[src/tmc_pkg.sv]
// Shared constants and types of the tape mode and channel control
package tmc_pkg;
   localparam int NUM_DRIVES = 16;
   localparam int DRV_W = 4;
   localparam logic [3:0] SD_MAX_DRIVES = 4'h8;
   localparam int OP_CYCLES_DEF = 4;
   localparam logic [7:0] SENSE_BYTES = 8'h14;

   typedef enum logic [2:0] {
      CMD_NOP = 3'h0, CMD_MODE = 3'h1, CMD_WRITE = 3'h2, CMD_READ = 3'h3,
      CMD_RESERVE = 3'h4, CMD_RELEASE = 3'h5, CMD_SENSE = 3'h6,
      CMD_REWIND = 3'h7
   } tmc_cmd_e;

   typedef enum logic [1:0] {
      ST_OK = 2'h0, ST_BUSY = 2'h1, ST_ERR = 2'h2, ST_OFFLINE = 2'h3
   } tmc_stat_e;

   typedef enum logic [1:0] {
      OPT_SINGLE = 2'h0, OPT_DUAL = 2'h1, OPT_SEVEN = 2'h2
   } tmc_opt_e;

   typedef enum logic [1:0] {
      DS_IDLE = 2'h0, DS_RUN = 2'h1, DS_RESP = 2'h3
   } tmc_dstate_e;

   // Mode word carried in the argument of a mode set
   localparam int MA_NRZI = 0;
   localparam int MA_HIDEN = 1;
   localparam int MA_ODDPAR = 2;
   localparam int MA_CONV = 3;
   localparam int MODE_W = 4;
   localparam logic [3:0] MODE_RESET = 4'h0;

   // Sense byte positions
   localparam logic [7:0] SB_STAT = 8'h00;
   localparam logic [7:0] SB_ERR = 8'h01;
   localparam logic [7:0] SB_TRACE = 8'h02;
   localparam logic [7:0] SB_CUSER = 8'h04;
   localparam logic [7:0] SB_DVSER = 8'h07;
   localparam logic [7:0] SB_DADDR = 8'h09;
   localparam logic [7:0] SB_OPT = 8'h0a;
   localparam logic [7:0] SB_DOPT = 8'h0b;
   localparam logic [7:0] SB_EC = 8'h0c;
   localparam logic [7:0] SB_MODE = 8'h0d;

   // Host register map and AXI answers
   localparam logic [7:0] REG_CMD = 8'h00;
   localparam logic [7:0] REG_STAT = 8'h04;
   localparam logic [7:0] REG_MSET = 8'h08;
   localparam logic [1:0] AXI_OKAY = 2'h0;
   localparam logic [1:0] AXI_SLVERR = 2'h2;
endpackage

[src/tmc_link_if.sv]
// Link between the channel end and the control unit end
`timescale 1ns/10ps
`default_nettype none
interface tmc_link_if (
   input wire logic aclk,
   input wire logic aresetn
);
   logic req_valid;
   logic req_ready;
   logic req_chan;
   tmc_pkg::tmc_cmd_e req_cmd;
   logic [tmc_pkg::DRV_W-1:0] req_drive;
   logic [7:0] req_arg;
   logic rsp_valid;
   logic rsp_ready;
   tmc_pkg::tmc_stat_e rsp_status;
   logic [7:0] rsp_data;

   modport cu (
      input aclk, aresetn, req_valid, req_chan, req_cmd, req_drive,
      req_arg, rsp_ready,
      output req_ready, rsp_valid, rsp_status, rsp_data
   );
   modport chan (
      input aclk, aresetn, req_ready, rsp_valid, rsp_status, rsp_data,
      output req_valid, req_chan, req_cmd, req_drive, req_arg, rsp_ready
   );
endinterface
`default_nettype wire

[src/tmc_cu.sv]
// Control unit end: mode selection, channel switch, sense bytes
// How it works
// - Host sets mode before first dual write
// - PE write records identification burst
// - Burst at load point selects PE
// - No burst selects NRZI when dual
// - NRZI read without dual gives error
// - Read mode held until load point
// - One mode set fixes seven-track settings
// - Single option: eight drives, PE only
// - Dual option: PE and NRZI
// - Seven-track option needs seven-track drives
// - Options mutually exclusive
// - Four units share sixteen drives
// - Communicator reaches drives of other units
// - Switched units run operations concurrently
// - Either channel, one at a time
// - Other channel waits while busy
// - Reserve holds unit until release
// - Partition limits drive to one channel
// - Twenty sense bytes with trace, identity
// - Failed unit goes offline alone
// - PE blocks bracketed by bursts
`timescale 1ns/10ps
`default_nettype none
module tmc_cu #(
   parameter int OP_CYCLES = tmc_pkg::OP_CYCLES_DEF,
   // Identity values are arbitrary
   parameter logic [23:0] CU_SERIAL = 24'h00_a5c3,
   parameter logic [15:0] DRV_SERIAL = 16'h3c5a,
   parameter logic [7:0] EC_LEVEL = 8'h01
) (
   tmc_link_if.cu lnk,
   input wire logic [1:0] cu_option,
   input wire logic communicator,
   input wire logic two_chan_sw,
   input wire logic cu_offline,
   input wire logic partition_en,
   input wire logic [tmc_pkg::NUM_DRIVES-1:0] partition_map,
   input wire logic [tmc_pkg::NUM_DRIVES-1:0] drive_local,
   input wire logic [tmc_pkg::NUM_DRIVES-1:0] drive_inuse,
   input wire logic [tmc_pkg::NUM_DRIVES-1:0] at_load_point,
   input wire logic [2*tmc_pkg::NUM_DRIVES-1:0] drive_option,
   input wire logic burst_seen,
   output logic id_burst_q,
   output logic block_burst_q,
   output logic xcu_access_q,
   output logic op_active_q,
   output logic reserved_q,
   output logic res_chan_q,
   output logic [tmc_pkg::DRV_W-1:0] op_drive_q,
   output logic [tmc_pkg::NUM_DRIVES-1:0] nrzi_mode
);
   localparam int CNT_W = $clog2(OP_CYCLES + 1);
   localparam logic [CNT_W-1:0] CNT_LAST = CNT_W'(OP_CYCLES - 1);

   tmc_pkg::tmc_dstate_e state_q;
   tmc_pkg::tmc_stat_e st_d;
   logic [CNT_W-1:0] cnt_q;
   logic req_ready_q, rsp_valid_q, op_pe_q;
   tmc_pkg::tmc_stat_e rsp_status_q;
   logic [7:0] rsp_data_q, sense_d, trace_q;
   tmc_pkg::tmc_stat_e last_err_q;
   logic [tmc_pkg::MODE_W-1:0] mode_w [tmc_pkg::NUM_DRIVES];
   logic [tmc_pkg::NUM_DRIVES-1:0] lock_w;
   logic [tmc_pkg::DRV_W-1:0] d;
   logic [1:0] dopt;
   logic acc, ok, drive_op, long_op, dual_ok, auto_en, rd_fail, pe_now;

   // Option compatibility of a command on one drive
   function automatic logic opt_ok(input logic [1:0] cu,
                                   input logic [1:0] drv,
                                   input tmc_pkg::tmc_cmd_e cmd,
                                   input logic [7:0] arg);
      logic want_nrzi;
      want_nrzi = (cmd == tmc_pkg::CMD_MODE) && arg[tmc_pkg::MA_NRZI];
      case (cu)
         tmc_pkg::OPT_SINGLE: opt_ok = (drv == tmc_pkg::OPT_SINGLE) &&
                                       !want_nrzi;
         tmc_pkg::OPT_DUAL: opt_ok = (drv == tmc_pkg::OPT_DUAL) ||
                                     ((drv == tmc_pkg::OPT_SINGLE) &&
                                      !want_nrzi);
         tmc_pkg::OPT_SEVEN: opt_ok = (drv == tmc_pkg::OPT_SEVEN);
         default: opt_ok = 1'b0;
      endcase
   endfunction

   assign d = lnk.req_drive;
   assign dopt = drive_option[{d, 1'b0} +: 2];
   assign acc = lnk.req_valid && req_ready_q;
   assign drive_op = (lnk.req_cmd == tmc_pkg::CMD_MODE) ||
                     (lnk.req_cmd == tmc_pkg::CMD_WRITE) ||
                     (lnk.req_cmd == tmc_pkg::CMD_READ) ||
                     (lnk.req_cmd == tmc_pkg::CMD_REWIND);
   assign long_op = drive_op && (lnk.req_cmd != tmc_pkg::CMD_MODE);
   assign auto_en = (cu_option != tmc_pkg::OPT_SEVEN);
   assign dual_ok = (cu_option == tmc_pkg::OPT_DUAL) &&
                    (dopt == tmc_pkg::OPT_DUAL);
   // no burst and no dual path
   assign rd_fail = auto_en && at_load_point[d] && !lock_w[d] &&
                    !burst_seen && !dual_ok;
   assign pe_now = !mode_w[d][tmc_pkg::MA_NRZI];
   assign ok = acc && (st_d == tmc_pkg::ST_OK);

   always_comb begin
      st_d = tmc_pkg::ST_OK;
      if (cu_offline) begin
         st_d = tmc_pkg::ST_OFFLINE;
      end else if (lnk.req_chan && !two_chan_sw) begin
         st_d = tmc_pkg::ST_ERR;
      end else if (reserved_q && (res_chan_q != lnk.req_chan)) begin
         st_d = tmc_pkg::ST_BUSY;
      end else if (drive_op) begin
         if (partition_en && (partition_map[d] != lnk.req_chan)) begin
            st_d = tmc_pkg::ST_ERR;
         end else if (!drive_local[d] && !communicator) begin
            st_d = tmc_pkg::ST_ERR;
         end else if ((cu_option == tmc_pkg::OPT_SINGLE) &&
                      !communicator && (d >= tmc_pkg::SD_MAX_DRIVES)) begin
            st_d = tmc_pkg::ST_ERR;
         end else if (!opt_ok(cu_option, dopt, lnk.req_cmd,
                              lnk.req_arg)) begin
            st_d = tmc_pkg::ST_ERR;
         end else if (drive_inuse[d]) begin
            st_d = tmc_pkg::ST_BUSY;
         end else if ((lnk.req_cmd == tmc_pkg::CMD_READ) && rd_fail) begin
            st_d = tmc_pkg::ST_ERR;
         end
      end else if ((lnk.req_cmd == tmc_pkg::CMD_SENSE) &&
                   (lnk.req_arg >= tmc_pkg::SENSE_BYTES)) begin
         st_d = tmc_pkg::ST_ERR;
      end
   end

   // one request at a time, other waits
   always_ff @(posedge lnk.aclk) begin
      if (!lnk.aresetn) begin
         state_q <= tmc_pkg::DS_IDLE;
         cnt_q <= '0;
         req_ready_q <= 1'b0;
         rsp_valid_q <= 1'b0;
      end else begin
         case (state_q)
            tmc_pkg::DS_IDLE: begin
               req_ready_q <= !acc;
               if (ok && long_op) begin
                  state_q <= tmc_pkg::DS_RUN;
                  cnt_q <= CNT_LAST;
               end else if (acc) begin
                  state_q <= tmc_pkg::DS_RESP;
                  rsp_valid_q <= 1'b1;
               end
            end
            tmc_pkg::DS_RUN: begin
               cnt_q <= cnt_q - CNT_W'(1);
               if (cnt_q == '0) begin
                  state_q <= tmc_pkg::DS_RESP;
                  rsp_valid_q <= 1'b1;
               end
            end
            default: begin
               if (lnk.rsp_ready) begin
                  state_q <= tmc_pkg::DS_IDLE;
                  rsp_valid_q <= 1'b0;
                  req_ready_q <= 1'b1;
               end
            end
         endcase
      end
   end

   // claim and release by the owner
   always_ff @(posedge lnk.aclk) begin
      if (!lnk.aresetn) begin
         reserved_q <= 1'b0;
         res_chan_q <= 1'b0;
      end else if (ok && (lnk.req_cmd == tmc_pkg::CMD_RESERVE)) begin
         reserved_q <= 1'b1;
         res_chan_q <= lnk.req_chan;
      end else if (ok && (lnk.req_cmd == tmc_pkg::CMD_RELEASE)) begin
         reserved_q <= 1'b0;
      end
   end

   // Burst and routing strobes, one cycle each
   always_ff @(posedge lnk.aclk) begin
      if (!lnk.aresetn) begin
         id_burst_q <= 1'b0;
         block_burst_q <= 1'b0;
         xcu_access_q <= 1'b0;
         op_pe_q <= 1'b0;
      end else begin
         id_burst_q <= ok && (lnk.req_cmd == tmc_pkg::CMD_WRITE) &&
                       pe_now && at_load_point[d];
         // burst before and after a PE block
         block_burst_q <= (ok && (lnk.req_cmd == tmc_pkg::CMD_WRITE) &&
                           pe_now) ||
                          ((state_q == tmc_pkg::DS_RUN) && (cnt_q == '0) &&
                           op_pe_q);
         if (acc) begin
            op_pe_q <= ok && (lnk.req_cmd == tmc_pkg::CMD_WRITE) && pe_now;
         end
         xcu_access_q <= ok && drive_op && !drive_local[d];
      end
   end

   always_ff @(posedge lnk.aclk) begin
      if (!lnk.aresetn) begin
         op_active_q <= 1'b0;
         op_drive_q <= '0;
      end else begin
         op_active_q <= (ok && long_op) ||
                        ((state_q == tmc_pkg::DS_RUN) && (cnt_q != '0));
         if (acc) begin
            op_drive_q <= d;
         end
      end
   end

   always_comb begin
      case (lnk.req_arg)
         tmc_pkg::SB_STAT: sense_d = {2'h0, cu_offline, reserved_q,
                                      res_chan_q, op_active_q, two_chan_sw,
                                      communicator};
         tmc_pkg::SB_ERR: sense_d = {6'h00, last_err_q};
         tmc_pkg::SB_TRACE: sense_d = trace_q;
         tmc_pkg::SB_CUSER: sense_d = CU_SERIAL[23:16];
         tmc_pkg::SB_CUSER + 8'h01: sense_d = CU_SERIAL[15:8];
         tmc_pkg::SB_CUSER + 8'h02: sense_d = CU_SERIAL[7:0];
         tmc_pkg::SB_DVSER: sense_d = DRV_SERIAL[15:8];
         tmc_pkg::SB_DVSER + 8'h01: sense_d = DRV_SERIAL[7:0];
         tmc_pkg::SB_DADDR: sense_d = {4'h0, op_drive_q};
         tmc_pkg::SB_OPT: sense_d = {partition_en, 5'h00, cu_option};
         tmc_pkg::SB_DOPT: sense_d = {6'h00, drive_option[{op_drive_q,
                                                          1'b0} +: 2]};
         tmc_pkg::SB_EC: sense_d = EC_LEVEL;
         tmc_pkg::SB_MODE: sense_d = {3'h0, lock_w[op_drive_q],
                                      mode_w[op_drive_q]};
         default: sense_d = 8'h00;
      endcase
   end

   // Trace keeps the last two commands for fault hunting
   always_ff @(posedge lnk.aclk) begin
      if (!lnk.aresetn) begin
         trace_q <= 8'h00;
         last_err_q <= tmc_pkg::ST_OK;
         rsp_status_q <= tmc_pkg::ST_OK;
         rsp_data_q <= 8'h00;
      end else if (acc) begin
         trace_q <= {trace_q[3:0], 1'b0, lnk.req_cmd};
         last_err_q <= st_d;
         rsp_status_q <= st_d;
         if (ok && (lnk.req_cmd == tmc_pkg::CMD_SENSE)) begin
            rsp_data_q <= sense_d;
         end else begin
            rsp_data_q <= {3'h0, lock_w[d], mode_w[d]};
         end
      end
   end

   for (genvar i = 0; i < tmc_pkg::NUM_DRIVES; i++) begin : g_drv
      tmc_drive_mode u_mode (
         .aclk(lnk.aclk),
         .aresetn(lnk.aresetn),
         .set_mode(ok && (lnk.req_cmd == tmc_pkg::CMD_MODE) &&
                   (d == tmc_pkg::DRV_W'(i))),
         .mode_in(lnk.req_arg[tmc_pkg::MODE_W-1:0]),
         .rd_start(ok && (lnk.req_cmd == tmc_pkg::CMD_READ) &&
                   (d == tmc_pkg::DRV_W'(i))),
         .at_lp(at_load_point[i]),
         .auto_en(auto_en),
         .burst_seen(burst_seen),
         .dual_ok((cu_option == tmc_pkg::OPT_DUAL) &&
                  (drive_option[2*i +: 2] == tmc_pkg::OPT_DUAL)),
         .mode_q(mode_w[i]),
         .locked_q(lock_w[i])
      );
      assign nrzi_mode[i] = mode_w[i][tmc_pkg::MA_NRZI];
   end

   assign lnk.req_ready = req_ready_q;
   assign lnk.rsp_valid = rsp_valid_q;
   assign lnk.rsp_status = rsp_status_q;
   assign lnk.rsp_data = rsp_data_q;
endmodule
`default_nettype wire

[src/tmc_drive_mode.sv]
// Recording mode holder of one tape drive
`timescale 1ns/10ps
`default_nettype none
module tmc_drive_mode (
   input wire logic aclk,
   input wire logic aresetn,
   input wire logic set_mode,
   input wire logic [tmc_pkg::MODE_W-1:0] mode_in,
   input wire logic rd_start,
   input wire logic at_lp,
   input wire logic auto_en,
   input wire logic burst_seen,
   input wire logic dual_ok,
   output logic [tmc_pkg::MODE_W-1:0] mode_q,
   output logic locked_q
);
   always_ff @(posedge aclk) begin
      if (!aresetn) begin
         mode_q <= tmc_pkg::MODE_RESET;
      end else if (rd_start && at_lp && auto_en && !locked_q) begin
         if (burst_seen) begin
            mode_q <= tmc_pkg::MODE_RESET;
         end else if (dual_ok) begin
            mode_q <= 4'h1 << tmc_pkg::MA_NRZI;
         end
      end else if (set_mode && !locked_q) begin
         mode_q <= mode_in;
      end
   end

   always_ff @(posedge aclk) begin
      if (!aresetn) begin
         locked_q <= 1'b0;
      // hold read mode until load point
      end else if (rd_start && at_lp && auto_en) begin
         locked_q <= burst_seen || dual_ok;
      end else if (at_lp && !rd_start) begin
         locked_q <= 1'b0;
      end
   end
endmodule
`default_nettype wire

[src/flat_wrapper.sv]
// flat-port wrapper written by rule: the top's interface ports become plain ports
module tmc_cu_flat 
#(
   parameter int OP_CYCLES = tmc_pkg::OP_CYCLES_DEF,
                                   
   parameter logic [23:0] CU_SERIAL = 24'h00_a5c3,
   parameter logic [15:0] DRV_SERIAL = 16'h3c5a,
   parameter logic [7:0] EC_LEVEL = 8'h01
)
  (cu_option, communicator, two_chan_sw, cu_offline, partition_en, partition_map, drive_local, drive_inuse, at_load_point, drive_option, burst_seen, id_burst_q, block_burst_q, xcu_access_q, op_active_q, reserved_q, res_chan_q, op_drive_q, nrzi_mode, aclk, aresetn, lnk_req_valid, lnk_req_chan, lnk_req_cmd, lnk_req_drive, lnk_req_arg, lnk_rsp_ready, lnk_req_ready, lnk_rsp_valid, lnk_rsp_status, lnk_rsp_data);
  tmc_link_if lnk_i (.aclk(aclk), .aresetn(aresetn));
  input wire logic [1:0] cu_option;
  input wire logic communicator;
  input wire logic two_chan_sw;
  input wire logic cu_offline;
  input wire logic partition_en;
  input wire logic [tmc_pkg::NUM_DRIVES-1:0] partition_map;
  input wire logic [tmc_pkg::NUM_DRIVES-1:0] drive_local;
  input wire logic [tmc_pkg::NUM_DRIVES-1:0] drive_inuse;
  input wire logic [tmc_pkg::NUM_DRIVES-1:0] at_load_point;
  input wire logic [2*tmc_pkg::NUM_DRIVES-1:0] drive_option;
  input wire logic burst_seen;
  output logic id_burst_q;
  output logic block_burst_q;
  output logic xcu_access_q;
  output logic op_active_q;
  output logic reserved_q;
  output logic res_chan_q;
  output logic [tmc_pkg::DRV_W-1:0] op_drive_q;
  output logic [tmc_pkg::NUM_DRIVES-1:0] nrzi_mode;
  input wire logic aclk;
  input wire logic aresetn;
  input wire logic [$bits(lnk_i.req_valid)-1:0] lnk_req_valid;
  input wire logic [$bits(lnk_i.req_chan)-1:0] lnk_req_chan;
  input wire logic [$bits(lnk_i.req_cmd)-1:0] lnk_req_cmd;
  input wire logic [$bits(lnk_i.req_drive)-1:0] lnk_req_drive;
  input wire logic [$bits(lnk_i.req_arg)-1:0] lnk_req_arg;
  input wire logic [$bits(lnk_i.rsp_ready)-1:0] lnk_rsp_ready;
  output wire logic [$bits(lnk_i.req_ready)-1:0] lnk_req_ready;
  output wire logic [$bits(lnk_i.rsp_valid)-1:0] lnk_rsp_valid;
  output wire logic [$bits(lnk_i.rsp_status)-1:0] lnk_rsp_status;
  output wire logic [$bits(lnk_i.rsp_data)-1:0] lnk_rsp_data;
  assign lnk_i.req_valid = lnk_req_valid;
  assign lnk_i.req_chan = lnk_req_chan;
  assign lnk_i.req_cmd = lnk_req_cmd;
  assign lnk_i.req_drive = lnk_req_drive;
  assign lnk_i.req_arg = lnk_req_arg;
  assign lnk_i.rsp_ready = lnk_rsp_ready;
  assign lnk_req_ready = lnk_i.req_ready;
  assign lnk_rsp_valid = lnk_i.rsp_valid;
  assign lnk_rsp_status = lnk_i.rsp_status;
  assign lnk_rsp_data = lnk_i.rsp_data;
  tmc_cu #(.OP_CYCLES(OP_CYCLES), .CU_SERIAL(CU_SERIAL), .DRV_SERIAL(DRV_SERIAL), .EC_LEVEL(EC_LEVEL)) u_core (.lnk(lnk_i), .cu_option(cu_option), .communicator(communicator), .two_chan_sw(two_chan_sw), .cu_offline(cu_offline), .partition_en(partition_en), .partition_map(partition_map), .drive_local(drive_local), .drive_inuse(drive_inuse), .at_load_point(at_load_point), .drive_option(drive_option), .burst_seen(burst_seen), .id_burst_q(id_burst_q), .block_burst_q(block_burst_q), .xcu_access_q(xcu_access_q), .op_active_q(op_active_q), .reserved_q(reserved_q), .res_chan_q(res_chan_q), .op_drive_q(op_drive_q), .nrzi_mode(nrzi_mode));
endmodule
[config.mk]
export PLATFORM = sky130hd
export DESIGN_NAME = tmc_cu_flat
export DESIGN_NICKNAME = d
export VERILOG_FILES = /design/src/tmc_pkg.sv /design/src/tmc_link_if.sv /design/src/tmc_cu.sv /design/src/tmc_drive_mode.sv /design/src/flat_wrapper.sv
export SDC_FILE = /design/constraint.sdc
export NUM_CORES = 1
export LEC_CHECK = 0
export BUFFER_PORTS_ARGS = -buffer_cell sky130_fd_sc_hd__buf_4
export CAP_MARGIN = 30
export CORE_ASPECT_RATIO = 0.8
export CORE_MARGIN = 5
export CORE_UTILIZATION = 30
export DETAILED_ROUTE_END_ITERATION = 8
export GPL_TIMING_DRIVEN = 1
export PLACE_DENSITY_LB_ADDON = 0.15
export SYNTH_ARGS = -nofsm -noshare
export SYNTH_HDL_FRONTEND = slang
export SYNTH_SLANG_ARGS = --single-unit
[constraint.sdc]
create_clock -name aclk -period 4.2 [get_ports aclk]
set_input_delay 0.21 -clock aclk [delete_from_list [all_inputs] [get_ports aclk]]
set_output_delay 0.21 -clock aclk [all_outputs]
set_load 0.1 [all_outputs]
# Word-level counts from Yosys, hierarchy flattened
# Index checks and enable logic that the tools add are counted.
totals:
  reg_bits: 114
  elab_cells: 576
classes:
  add_sub_neg: 1
  n_lt_le_gt_ge: 6
  eq_ne: 79
  n_shift: 2
  mux: 151
  bitwise: 3
  n_reduce_logical: 287
ops:
  columns: ["cell", "n"]
  rows:
  - ["4-bit two-way mux", 68]
  - ["1-bit logical AND", 160]
  - ["8-bit case mux with 12 select lines", 1]
  - ["2-bit nonzero test", 35]
  - ["32-bit by 6-bit variable part select with 2-bit output", 2]
  - ["1-bit two-way mux", 52]
  - ["8-bit by 4-bit equality test with 1-bit output (second input constant)", 6]
  - ["3-bit inequality test (second input constant)", 16]
  - ["1-bit zero test", 41]
  - ["2-bit by 1-bit equality test with 1-bit output (second input constant)", 19]
  - ["2-bit AND reduction", 18]
  - ["4-bit binary-select mux with 4-bit select", 2]
  - ["4-bit equality test (second input constant)", 8]
  - ["2-bit two-way mux", 15]
  - ["1-bit binary-select mux with 4-bit select", 6]
  - ["8-bit by 3-bit equality test with 1-bit output (second input constant)", 3]
  - ["1-bit logical OR", 22]
  - ["4-bit by 3-bit equality test with 1-bit output (second input constant)", 4]
  - ["3-bit equality test (second input constant)", 4]
  - ["5-bit greater-or-equal comparator (second input constant)", 2]
  - ["4-bit by 5-bit < comparator with 1-bit output (second input constant)", 2]
  - ["4-bit NOT with 5-bit output", 2]
  - ["4-bit by 2-bit equality test with 1-bit output (second input constant)", 2]
  - ["8-bit by 1-bit equality test with 1-bit output (second input constant)", 1]
  - ["26 further kinds", 38]

# Logic depth before layout (Yosys ltp)
# Gate-level depths: netlist (run 1).
depth:
  word_depth: 30
  mapped_depth: 16

# Hierarchy
# From an unflattened synthesis (run 1), not the netlist that was laid out.
unflattened:
  cells_unflattened: 895
  hier_area_um2: 8709.6
by_module_without_submodules:
  columns: ["module", "instances", "cells_per_inst", "area_each_um2", "seq_area_each_um2"]
  rows:
  - ["tmc_cu", 1, 511, 4986.0, 680.7]
  - ["tmc_drive_mode", 16, 24, 232.7, 100.1]

# Worst setup path after synthesis (run 1)
# OpenSTA, ideal clock, no wires.
synth_timing:
  path_type: "flip-flop to flip-flop"
  startpoint: "register u_core.op_drive_q[0] (netlist bit)"
  endpoint: "register u_core.rsp_data_q[3], in the netlist u_core.lnk.rsp_data[3]"
  t_arrival_ns: 3.427
  t_required_ns: 4.066
  path_slack_ns: 0.639
  stages_incl_launch_ff: 10
  n_path_buf: 2
  cell_sequence: "dfxtp_1 -> buf_1 -> clkbuf_1 -> mux4_2 -> a211oi_1 -> a21oi_1 -> a21oi_1 -> o22ai_1 -> a211oi_1 -> a211oi_1"
synth_via:
  elab_chain_len: 6
synth_rtl:
  columns: ["item", "line_no", "text"]
  rows:
  - ["start: declaration", "tmc_cu.sv:51", "output logic [tmc_pkg::DRV_W-1:0] op_drive_q,"]
  - ["start signal: assignment", "tmc_cu.sv:210", "op_drive_q <= '0;"]
  - ["start signal: assignment", "tmc_cu.sv:215", "op_drive_q <= d;"]
  - ["4-bit NOT with 5-bit output (not written as such)", "tmc_cu.sv:238", "mode_w[op_drive_q]};"]
  - ["4-bit binary-select mux with 4-bit select", "tmc_cu.sv:238", null]
  - ["4-bit two-way mux (not written as such) (2 in a row)", "tmc_cu.sv:238", null]
  - ["8-bit case mux with 12 select lines", "tmc_cu.sv:221", "case (lnk.req_arg)"]
  - ["8-bit two-way mux", "tmc_cu.sv:254", "if (ok && (lnk.req_cmd == tmc_pkg::CMD_SENSE)) begin"]
  - ["end signal: assignment", "tmc_cu.sv:255", "rsp_data_q <= sense_d;"]
  - ["end signal: assignment", "tmc_cu.sv:257", "rsp_data_q <= {3'h0, lock_w[d], mode_w[d]};"]
  - ["end: declaration", "tmc_cu.sv:62", "logic [7:0] rsp_data_q, sense_d, trace_q;"]
# No other way between the ends. The select of a mux whose other input is x is not followed.
# A chain may end at the register's enable or synchronous reset.

# Final worst setup path (run 1)
layout_timing:
  startpoint: "input port lnk_req_drive[3]"
  endpoint: "register u_core.id_burst_q"
layout_via:
  elab_chain_len: 25
  elab_cells_between_ends: 58
  classes_between: "order compare: 1; eq/ne: 3; shift: 1; mux: 31; bitwise: 1; reduce/logical: 21"
layout_rtl:
  columns: ["item", "line_no", "text"]
  rows:
  - ["start: declaration", "flat_wrapper.sv:36", "input wire logic [$bits(lnk_i.req_drive)-1:0] lnk_req_drive;"]
  - ["32-bit by 6-bit variable part select with 2-bit output", "tmc_cu.sv:89", "assign dopt = drive_option[{d, 1'b0} +: 2];"]
  - ["2-bit zero test", "tmc_cu.sv:78, tmc_cu.sv:81", null]
  - ["1-bit logical AND", "tmc_cu.sv:78, tmc_cu.sv:81", null]
  - ["1-bit logical OR", "tmc_cu.sv:80", "tmc_pkg::OPT_DUAL: opt_ok = (drv == tmc_pkg::OPT_DUAL) ||"]
  - ["1-bit case mux with 3 select lines", "tmc_cu.sv:77", "case (cu)"]
  - ["1-bit two-way mux", "tmc_cu.sv:118", "end else if ((cu_option == tmc_pkg::OPT_SINGLE) &&"]
  - ["1-bit two-way mux", "tmc_cu.sv:116", "end else if (!drive_local[d] && !communicator) begin"]
  - ["1-bit two-way mux", "tmc_cu.sv:114", "if (partition_en && (partition_map[d] != lnk.req_chan)) begin"]
  - ["(+8 left out)", null, null]
  - ["2-bit two-way mux", "tmc_cu.sv:113", "end else if (drive_op) begin"]
  - ["2-bit two-way mux", "tmc_cu.sv:111", "end else if (reserved_q && (res_chan_q != lnk.req_chan)) begin"]
  - ["2-bit two-way mux", "tmc_cu.sv:109", "end else if (lnk.req_chan && !two_chan_sw) begin"]
  - ["2-bit two-way mux", "tmc_cu.sv:107", "if (cu_offline) begin"]
  - ["2-bit zero test", "tmc_cu.sv:103", "assign ok = acc && (st_d == tmc_pkg::ST_OK);"]
  - ["1-bit logical AND", "tmc_cu.sv:103", null]
  - ["1-bit logical AND (2 in a row)", "tmc_cu.sv:193", "id_burst_q <= ok && (lnk.req_cmd == tmc_pkg::CMD_WRITE) &&"]
  - ["1-bit logical AND (*)", "tmc_cu.sv:194", "pe_now && at_load_point[d];"]
  - ["end signal: assignment", "tmc_cu.sv:193", null]
  - ["end: declaration", "tmc_cu.sv:45", "output logic id_burst_q,"]
# Mark *: on every way between the ends. The rest lies on a longest branch, timed or not. The select of a mux whose other input is x is not followed.

==> flow_summary_export.csv, run 1 <==
group,metric,value,unit
power_and_ir_drop,power_density,317,mW/mm2
drt,drc,0,
synth,avgSynthCellArea,8.62,um2
synth,synth_area_leaders,"dfxtp_1, mux4_2, nand2_1",
final_layout,drive_above_1_share,0.286,
sta,whs,0.0489,ns
synth,synthTopCellsByCount,"nand2_1, dfxtp_1, mux4_2, a21oi_1, clkbuf_1",
synth,netlist_instances,1011,
synth,yosysWarnings,0,
sta,worst_slew_pin_slew,1.04,ns
place,hpwlAfterDp,28900,um
die,die_y,162,um
sta,final.period_utilization,0.810,
synth,seq_area_frac_synth,0.262,
drt,drt_iter0_markers,978,
critical_path,rr_endpoint,"u_core.id_burst_q",
critical_path,worstReg2RegStart,"u_core.res_chan_q",
drt,drt-pass1-iter-count,5,
drt,ant_nets,0,
critical_path,startpoint_type,"primary input",
synth,netlist_area,0.00871,mm2
die,top_level_ports,161,
die,core-area,0.0285,mm2
power_and_ir_drop,peakVddDrop,0.000295,V
die,dieArea,0.0326,mm2
synth,synthFlopType,"dfxtp_1",
critical_path,r2r_slack,1.07,ns
power_and_ir_drop,finalPower,3.44,mW
critical_path,critPathRequiredTime,4.53,ns
final_layout,antenna_cells,0,
grt,gr-usage-all-layers,0.229,
synth,synth.distinct_cells,79,
sta,max-slew-margin-rel,0.298,
run,maxCapViolCount,0,
final_layout,nNetsFinal,1255,
clock_network,cts_buffers,17,
sta,tns,0,ns
clock_network,insertion_delay,0.43,ns
drt,avgViaCountPerCell,6.13,
drt,wl_per_cell,25.1,um
synth,synth_edf_count,0,
grt,grt_max_degree,55,
synth,async_flop_share,0,
synth,synth_most_common_cell,"nand2_1",
sta,hold_viol,0,
clock_network,cts.clk_slew.worst_paths,0.06,ns
critical_path,arrival,3.73,ns
power_and_ir_drop,leakagePower,3.93,nW
worst_hold_path,hold_class,"primary input to register",
critical_path,crit_type,"primary input to register",
synth,ys_ff_latch,114,
synth,synth_top_area_frac,0.262,
die,start_util,0.306,
clock_network,cts_max_level,4,
grt,grt_overflow_total,0,
critical_path,reg2reg_depth,9,
critical_path,endpoint_kind,"register",
grt,antenna_found_initial,0,
critical_path,cp_max_fo,29,
sta,skew,0.00801,ns
sta,max_freq,0.294,GHz
drt,vias,9268,
clock_network,cts-resized-gates,0,
sta,setup_viol,0,
sta,fin_crit,3.40,ns
status,status,"complete, no violations",
grt,grt_pass1_vias,8808,
drt,wl,38000,um
worst_hold_path,whs_endpoint,"u_core.g_drv[4].u_mode.locked_q",
place,gp_routability_congestion,0.914,
clock_network,clockBufferDepth,2,
sta,layout_setup_ws,0.797,ns
synth,syn_nets,1136,
clock_network,clock_sinks,114,
place,io_buffers,160,
worst_hold_path,hold_depth,2,
final_layout,areaGrowthSynthToFinish,24.7,%
sta,report.final.slew_viol_count,0,
grt,grt_pass1_wl,57400,um
die,chipWidth,201,um
die,rows,55,
clock_network,cts_tree,"done",
place,preCtsSetupSlack,0.422,ns
sta,rsz0062_at_grt,"false",
synth,yosys.area.top_type,"dfxtp_1",
clock_network,cts_root_buf,"clkbuf_16",
worst_hold_path,hp-start,"at_load_point[4]",
[cells by family (layout without fill, tap and decap cells)]
logic type | count (synthesis) | count (layout) | synth area share
simple gates | 366 | 366 | 0.210
compound gates | 283 | 283 | 0.222
buf+inv | 127 | 259 | 0.0693
mux | 117 | 117 | 0.232
flops | 114 | 114 | 0.262
xor+xnor | 1 | 1 | 0.00101
fa+ha+maj | 3 | 3 | 0.00402
[worst max path at each step]
stage,startpoint,to,slack [ns],cells past startpoint
4_1_cts,lnk_req_drive[3],u_core.id_burst_q,0.82,9
5_1_grt,lnk_req_drive[3],u_core.id_burst_q,0.66,9
2_1_floorplan,u_core.op_drive_q[0],u_core.lnk.rsp_data[3],0.64,9
3_5_place_dp,lnk_req_drive[3],u_core.id_burst_q,0.42,9
3_3_place_gp,lnk_req_drive[3],u_core.id_burst_q,0.43,9
6_report,lnk_req_drive[3],u_core.id_burst_q,0.80,9
[worst max-delay path: stages]
cell and delay [ns]:
buf_4 0.38, mux2i_1 0.15, mux4_2 0.50, or4bb_1 0.51, a311oi_2 0.49, a211o_2 0.31
nand2_2 0.26, or4_1 0.67, a21oi_1 0.24
[final cells by class]
type,count,area [um2]
clock inverter,9,179
fill,2910,17600
inverter,23,86.3
sequential,114,2280
timing repair buffer,204,1560
clock buffer,23,458
multi-input combinational,770,5830
tap,370,463
[per-layer routing]
layer | global-route usage | vias up | wire length, um
li1 | - | 4135 | -
met1 | 0.335 | 4602 | 17300
met2 | 0.328 | 486 | 15900
met3 | 0.0768 | 45 | 4300
met4 | 0.0435 | 0 | 543
met5 | 0 | - | 0
[what timing repair did]
item	4_1_cts	5_1_grt
buffers inserted	0	0
hold endpoints to repair	2	0
hold buffers	2	0
[per-stage QoR]
stage,utilization,cell area (um2),cells
2_1_floorplan,-,8710,1011
3_3_place_gp,0.358,10200,1478
3_5_place_dp,0.358,10200,1478
4_1_cts,0.381,10900,1512
5_1_grt,0.381,10900,1513
6_report,0.381,10900,1513
[report_power, final]
group          switching [mW]  internal (mW)
clock network           0.548           1.07
registers              0.0357           1.10
logic                   0.428          0.260
[state kept, by name, indices dropped and copies added, names as in the netlist]
| register | cells |
|---|---|
| u_core.g_drv.u_mode.mode_q | 64 |
| u_core.g_drv.u_mode.locked_q | 16 |
| u_core.lnk.rsp_data | 8 |
| u_core.trace_q | 6 |
| u_core.op_drive_q | 4 |
| u_core.cnt_q | 3 |
| u_core.lnk.rsp_status | 2 |
| u_core.state_q | 2 |
| u_core.block_burst_q | 1 |
| u_core.id_burst_q | 1 |
| u_core.lnk.req_ready | 1 |
| u_core.lnk.rsp_valid | 1 |
| u_core.op_active_q | 1 |
| u_core.op_pe_q | 1 |
| u_core.res_chan_q | 1 |
| u_core.reserved_q | 1 |
| u_core.xcu_access_q | 1 |
[layout by cell type, fill, tap and decap left out, types with 20 or more instances in the layout]
master,synthesis,final
a31oi_1,21,21
nand3_1,36,36
a211oi_1,21,21
dfxtp_1,114,113
a21oi_1,63,63
mux4_2,67,67
inv_1,21,20
buf_4,22,199
nand2_1,128,128
mux2i_1,43,43
o22ai_1,21,21
nor2_1,52,52
nor3_1,30,30
nand4_1,23,23
o21ai_0,47,47
(Power assumes the default switching activity.)
==> run 2: changes to the inputs <==
==> constraint.sdc (replaced) <==
create_clock -name aclk -period 3 [get_ports aclk]
set_input_delay 0.15 -clock aclk [delete_from_list [all_inputs] [get_ports aclk]]
set_output_delay 0.15 -clock aclk [all_outputs]
set_load 0.1 [all_outputs]
==> flow_summary_export.csv, run 2 (synthesis results as in run 1) <==
group,metric,value,unit
place,io_buffers,160,
critical_path,reg2reg_depth,6,
critical_path,startpoint_type,"primary input",
die,die_y,162,um
critical_path,crit_top_cell,"buf_4",
final_layout,largest_reg_flops,64,
worst_hold_path,hp-start,"lnk_req_cmd[0]",
critical_path,rr_endpoint,"u_core.lnk.rsp_data[0]",
final_layout,nNetsFinal,1352,
critical_path,crit_type,"primary input to register",
place,hpwlAfterDp,30500,um
drt,drt_iter0_markers,826,
critical_path,critPathMaxStageDelay,0.55,ns
critical_path,endpoint_kind,"register",
clock_network,cts.clk_slew.worst_paths,0.06,ns
grt,grt_max_degree,60,
final_layout,finalInstanceArea,0.0117,mm2
die,top_level_ports,161,
critical_path,path_cells,"dlygate4sd3_1, buf_4, mux4_2, a22oi_2, a21oi_1, o211a_1, a211oi_4, buf_4, nand2_4, or4_4, a211oi_2",
critical_path,critPathRequiredTime,3.35,ns
drt,avgViaCountPerCell,5.94,
drt,wl_per_cell,24.4,um
final_layout,layout_commonest_cell,"buf_4",
sta,tns,0,ns
die,dieArea,0.0326,mm2
power_and_ir_drop,finalPower,4.79,mW
clock_network,clock_sinks,114,
clock_network,insertion_delay,0.43,ns
final_layout,final_cell_mix,"buf_4, nand2_1, dfxtp_1",
drt,drt-pass1-iter-count,7,
sta,max-slew-margin-rel,0.435,
drt,wl,39300,um
grt,gr-usage-all-layers,0.234,
critical_path,cp_max_fo,6,
sta,setup_viol,0,
final_layout,antenna_cells,0,
drt,drc,0,
sta,rsz0062_at_grt,"true",
run,maxCapViolCount,0,
critical_path,worstReg2RegStart,"u_core.op_drive_q[0]",
clock_network,cts_buffers,17,
clock_network,clockBufferDepth,2,
die,core-area,0.0285,mm2
grt,antenna_found_initial,1,
sta,report.final.slew_viol_count,0,
critical_path,critPathBufInv,3,
worst_hold_path,hold_depth,3,
final_layout,areaGrowthSynthToFinish,34.3,%
final_layout,drive_above_1_share,0.350,
critical_path,r2r_slack,0.20,ns
power_and_ir_drop,peakVddDrop,0.000393,V
die,rows,55,
final_layout,fill_cells,2934,
sta,skew,0.00986,ns
status,status,"complete, no violations",
power_and_ir_drop,leakagePower,4.46,nW
grt,grt_pass1_wl,58500,um
drt,ant_nets,0,
clock_network,cts_tree,"done",
sta,final.period_utilization,0.982,
worst_hold_path,whs_endpoint,"u_core.trace_q[0]",
drt,vias,9563,
grt,grt_pass1_vias,9170,
worst_hold_path,hold_class,"primary input to register",
clock_network,cts_root_buf,"clkbuf_16",
sta,fin_crit,2.95,ns
clock_network,cts_max_level,4,
critical_path,cp_slowest_cell,"mux4_2",
critical_path,arrival,3.29,ns
place,gp_routability_congestion,0.911,
power_and_ir_drop,power_density,409,mW/mm2
critical_path,cpLargestDelayFamily,"compound AO/OA/AOI/OAI gates",
die,start_util,0.306,
grt,grt_overflow_total,0,
die,chipWidth,201,um
sta,worst_slew_pin_slew,0.846,ns
sta,max_freq,0.340,GHz
final_layout,regMostFlops,"u_core.g_drv.u_mode.mode_q",
sta,layout_setup_ws,0.0549,ns
place,placed_area,0.0109,mm2
sta,hold_viol,0,
place,preCtsSetupSlack,-0.395,ns
-- run 2: changes by cell type in the layout (fill, tap and decap cells not counted), sizes merged --
cell         change
dlygate4sd3      +3
buf             +93
bufinv           -3
clkinv           +4
clkbuf           +1
clkinvlp         -2
nand2            +1
-- run 2: tightest hold or removal path, cell delays in order --
cell and delay, ns:
buf_4 0.14, nand2_1 0.05, a21oi_1 0.05
-- run 2: repair_timing --
item	in CTS	in global routing
endpoints found under the setup margin	0	57
endpoints found under the hold margin	5	0
hold buffers	5	0
setup buffers	0	7
gates resized for setup	0	14
-- run 2: how the worst max path moves through the flow --
stage | start | endpoint | cells after the start
2_1_floorplan | lnk_req_drive[2] | u_core.g_drv[1].u_mode.mode_q[0] | 10
3_3_place_gp | lnk_req_drive[3] | u_core.g_drv[15].u_mode.mode_q[2] | 10
3_5_place_dp | lnk_req_drive[3] | u_core.g_drv[15].u_mode.mode_q[2] | 10
4_1_cts | lnk_req_drive[3] | u_core.g_drv[15].u_mode.mode_q[3] | 10
5_1_grt | lnk_req_drive[3] | u_core.g_drv[1].u_mode.mode_q[0] | 13
6_report | at_load_point[14] | u_core.g_drv[14].u_mode.locked_q | 11
-- run 2: final cells by class --
type | count | area [um2] | share of cell area
Sequential cell | 114 | 2290 | 0.196
Timing Repair Buffer | 300 | 2360 | 0.201
Clock buffer | 24 | 513 | 0.0438
Clock inverter | 8 | 97.6 | 0.00834
Multi-Input combinational cell | 771 | 5900 | 0.504
Inverter | 23 | 86.3 | 0.00738
Tap cell | 370 | 463 | 0.0396
-- run 2: layer usage --
| metal | vias to the layer above | track usage | part of all wire |
|---|---|---|---|
| li1 | 4321 | - | - |
| met1 | 4676 | 0.339 | 0.45 |
| met2 | 528 | 0.340 | 0.42 |
| met3 | 38 | 0.0671 | 0.11 |
| met4 | 0 | 0.0607 | 0.019 |
| met5 | - | 0 | 0 |
-- run 2: power breakdown --
group          total [mW]  internal (mW)  switching [mW]
Combinational        1.08          0.444           0.631
Sequential           1.59           1.54          0.0491
Clock                2.12           1.36           0.767
-- run 2: through the flow --
stage / hold slack [ns] / std cells / utilization
global route: 0.0211 / 1610 / 0.411
floorplan: 0.242 / 1011 / -
global placement: 0.386 / 1565 / 0.383
CTS: 0.00194 / 1602 / 0.406
finish: 0.0184 / 1610 / 0.411
detailed placement: 0.394 / 1565 / 0.383
==> run 3: changes to the inputs <==
--- a/config.mk
+++ b/config.mk
@@ -6,7 +6,7 @@
 export NUM_CORES = 1
 export LEC_CHECK = 0
 export BUFFER_PORTS_ARGS = -buffer_cell sky130_fd_sc_hd__buf_4
-export CAP_MARGIN = 30
+export CAP_MARGIN = 10
 export CORE_ASPECT_RATIO = 0.8
 export CORE_MARGIN = 5
 export CORE_UTILIZATION = 30
==> constraint.sdc (replaced) <==
create_clock -name aclk -period 2.8 [get_ports aclk]
set_input_delay 0.14 -clock aclk [delete_from_list [all_inputs] [get_ports aclk]]
set_output_delay 0.14 -clock aclk [all_outputs]
set_load 0.1 [all_outputs]
==> flow_summary_export.csv, run 3 (synthesis results as in run 1) <==
group,metric,value,unit
drt,wl_per_cell,23.9,um
sta,worst_slew_pin_slew,0.636,ns
sta,skew,0.00991,ns
grt,gr-usage-all-layers,0.237,
drt,ant_nets,0,
drt,drc,0,
grt,grt_pass1_vias,9397,
final_layout,drive_above_1_share,0.415,
clock_network,insertion_delay,0.43,ns
final_layout,regMostFlops,"u_core.g_drv.u_mode.mode_q",
place,io_buffers,160,
clock_network,cts.clk_slew.worst_paths,0.06,ns
final_layout,nNetsFinal,1406,
sta,max-slew-margin-rel,0.575,
die,rows,55,
power_and_ir_drop,finalPower,5.09,mW
critical_path,crit_type,"primary input to register",
critical_path,endpoint_kind,"register",
drt,drt-pass1-iter-count,7,
die,start_util,0.306,
final_layout,largest_reg_flops,64,
clock_network,cts_root_buf,"clkbuf_16",
drt,dr_wl_met3,3790,um
clock_network,cts_tree,"done",
die,chipWidth,201,um
critical_path,startpoint_type,"primary input",
clock_network,cts_max_level,4,
grt,grt_pass1_wl,59200,um
drt,dr_wl_met2,17000,um
final_layout,antenna_cells,0,
critical_path,arrival,3.12,ns
sta,hold_viol,0,
place,hpwlAfterDp,31400,um
sta,fin_crit,2.77,ns
power_and_ir_drop,peakVddDrop,0.000443,V
critical_path,cp_slowest_cell,"or4bb_1",
clock_network,clock_sinks,114,
sta,final.period_utilization,0.988,
drt,avgViaCountPerCell,5.86,
drt,drt_iter0_markers,1163,
drt,wl,39700,um
power_and_ir_drop,leakagePower,4.79,nW
status,status,"complete, no violations",
sta,max_freq,0.362,GHz
worst_hold_path,hold_class,"primary input to register",
critical_path,critPathMaxStageDelay,0.54,ns
grt,grt_overflow_total,0,
clock_network,clockBufferDepth,2,
critical_path,crit_top_cell,"buf_4",
run,maxCapViolCount,0,
sta,report.final.slew_viol_count,0,
critical_path,path_cells,"buf_12, mux2i_1, mux4_2, or4bb_1, a311oi_2, buf_4, a211oi_1, buf_4, nor3_4, buf_12, buf_4, nand2_2, o31ai_2",
final_layout,layout_commonest_cell,"buf_4",
final_layout,fill_cells,2864,
power_and_ir_drop,power_density,410,mW/mm2
die,core-area,0.0285,mm2
clock_network,cts_buffers,17,
die,dieArea,0.0326,mm2
place,gp_routability_congestion,0.938,
drt,wl_met1,18400,um
drt,vias,9758,
critical_path,critPathRequiredTime,3.16,ns
sta,setup_viol,0,
final_layout,final_cell_mix,"buf_4, nand2_1, dfxtp_1",
drt,top_layer,"met4",
die,die_y,162,um
grt,grt_max_degree,60,
sta,whs,0.0253,ns
die,top_level_ports,161,
critical_path,cp_max_fo,10,
sta,rsz0062_at_grt,"true",
final_layout,areaGrowthSynthToFinish,42.4,%
grt,antenna_found_initial,0,
## run 3: cell type report
| cell class | instances | area (um2) | share of cell area |
|---|---|---|---|
| inverters | 23 | 88.8 | 0.00716 |
| well taps | 370 | 463 | 0.0373 |
| clock buffers | 19 | 464 | 0.0374 |
| multi-input cells | 771 | 6100 | 0.491 |
| repair buffers | 354 | 2890 | 0.233 |
| flip-flops and latches | 114 | 2290 | 0.185 |
| clock inverters | 13 | 108 | 0.00867 |
## run 3: metal layers
| metal | track usage | up-vias |
|---|---|---|
| li1 | - | 4453 |
| met1 | 0.345 | 4785 |
| met2 | 0.352 | 487 |
| met3 | 0.0635 | 33 |
| met4 | 0.0491 | 0 |
| met5 | 0 | - |
## run 3: timing repair
action                                  4_1_cts  5_1_grt
endpoints found under the setup margin       27       74
hold buffers                                  1        0
gates resized for setup                       7       49
cloned                                        0        3
pin swaps                                     2       18
setup buffers                                 0        8
hold endpoints to repair                      1        0
## run 3: stage by stage
stage / std cells / setup WS [ns] / utilization / cell area [um2] / TNS, ns
6_report: 1664 / 0.0349 / 0.436 / 12400 / 0
2_1_floorplan: 1011 / -0.108 / - / 8870 / -3.65
3_3_place_gp: 1620 / -0.541 / 0.402 / 11500 / -41.39
3_5_place_dp: 1620 / -0.556 / 0.402 / 11500 / -39.76
4_1_cts: 1653 / -0.00678 / 0.424 / 12100 / -0.00678
5_1_grt: 1664 / -0.0440 / 0.436 / 12400 / -0.383
## run 3: critical path, delay by kind of cell
kind                   cells  cell delay (ns)
and+or+nand+nor            3             0.85
AOI/OAI and AO/OA          3             0.68
muxes                      2             0.62
buffers and inverters      5             0.82
## run 3: final timing paths
path / start / slack [ns] / cells past startpoint / end
setup / recovery: lnk_req_drive[3] / 0.03 / 13 / u_core.g_drv[11].u_mode.locked_q
hold / removal: lnk_req_chan / 0.03 / 3 / u_core.res_chan_q
setup reg to reg: u_core.g_drv[0].u_mode.locked_q / 0.17 / 11 / u_core.g_drv[5].u_mode.mode_q[0]
hold reg to reg: u_core.op_pe_q / 0.45 / 2 / u_core.op_pe_q
## run 3: where the power goes
group / switching, mW / leakage, nW / internal [mW] / total (mW)
clock: 0.866 / 0.272 / 1.29 / 2.15
sequential: 0.0512 / 0.924 / 1.65 / 1.70
combinational: 0.698 / 3.59 / 0.533 / 1.23
total: 1.61 / 4.79 / 3.47 / 5.09
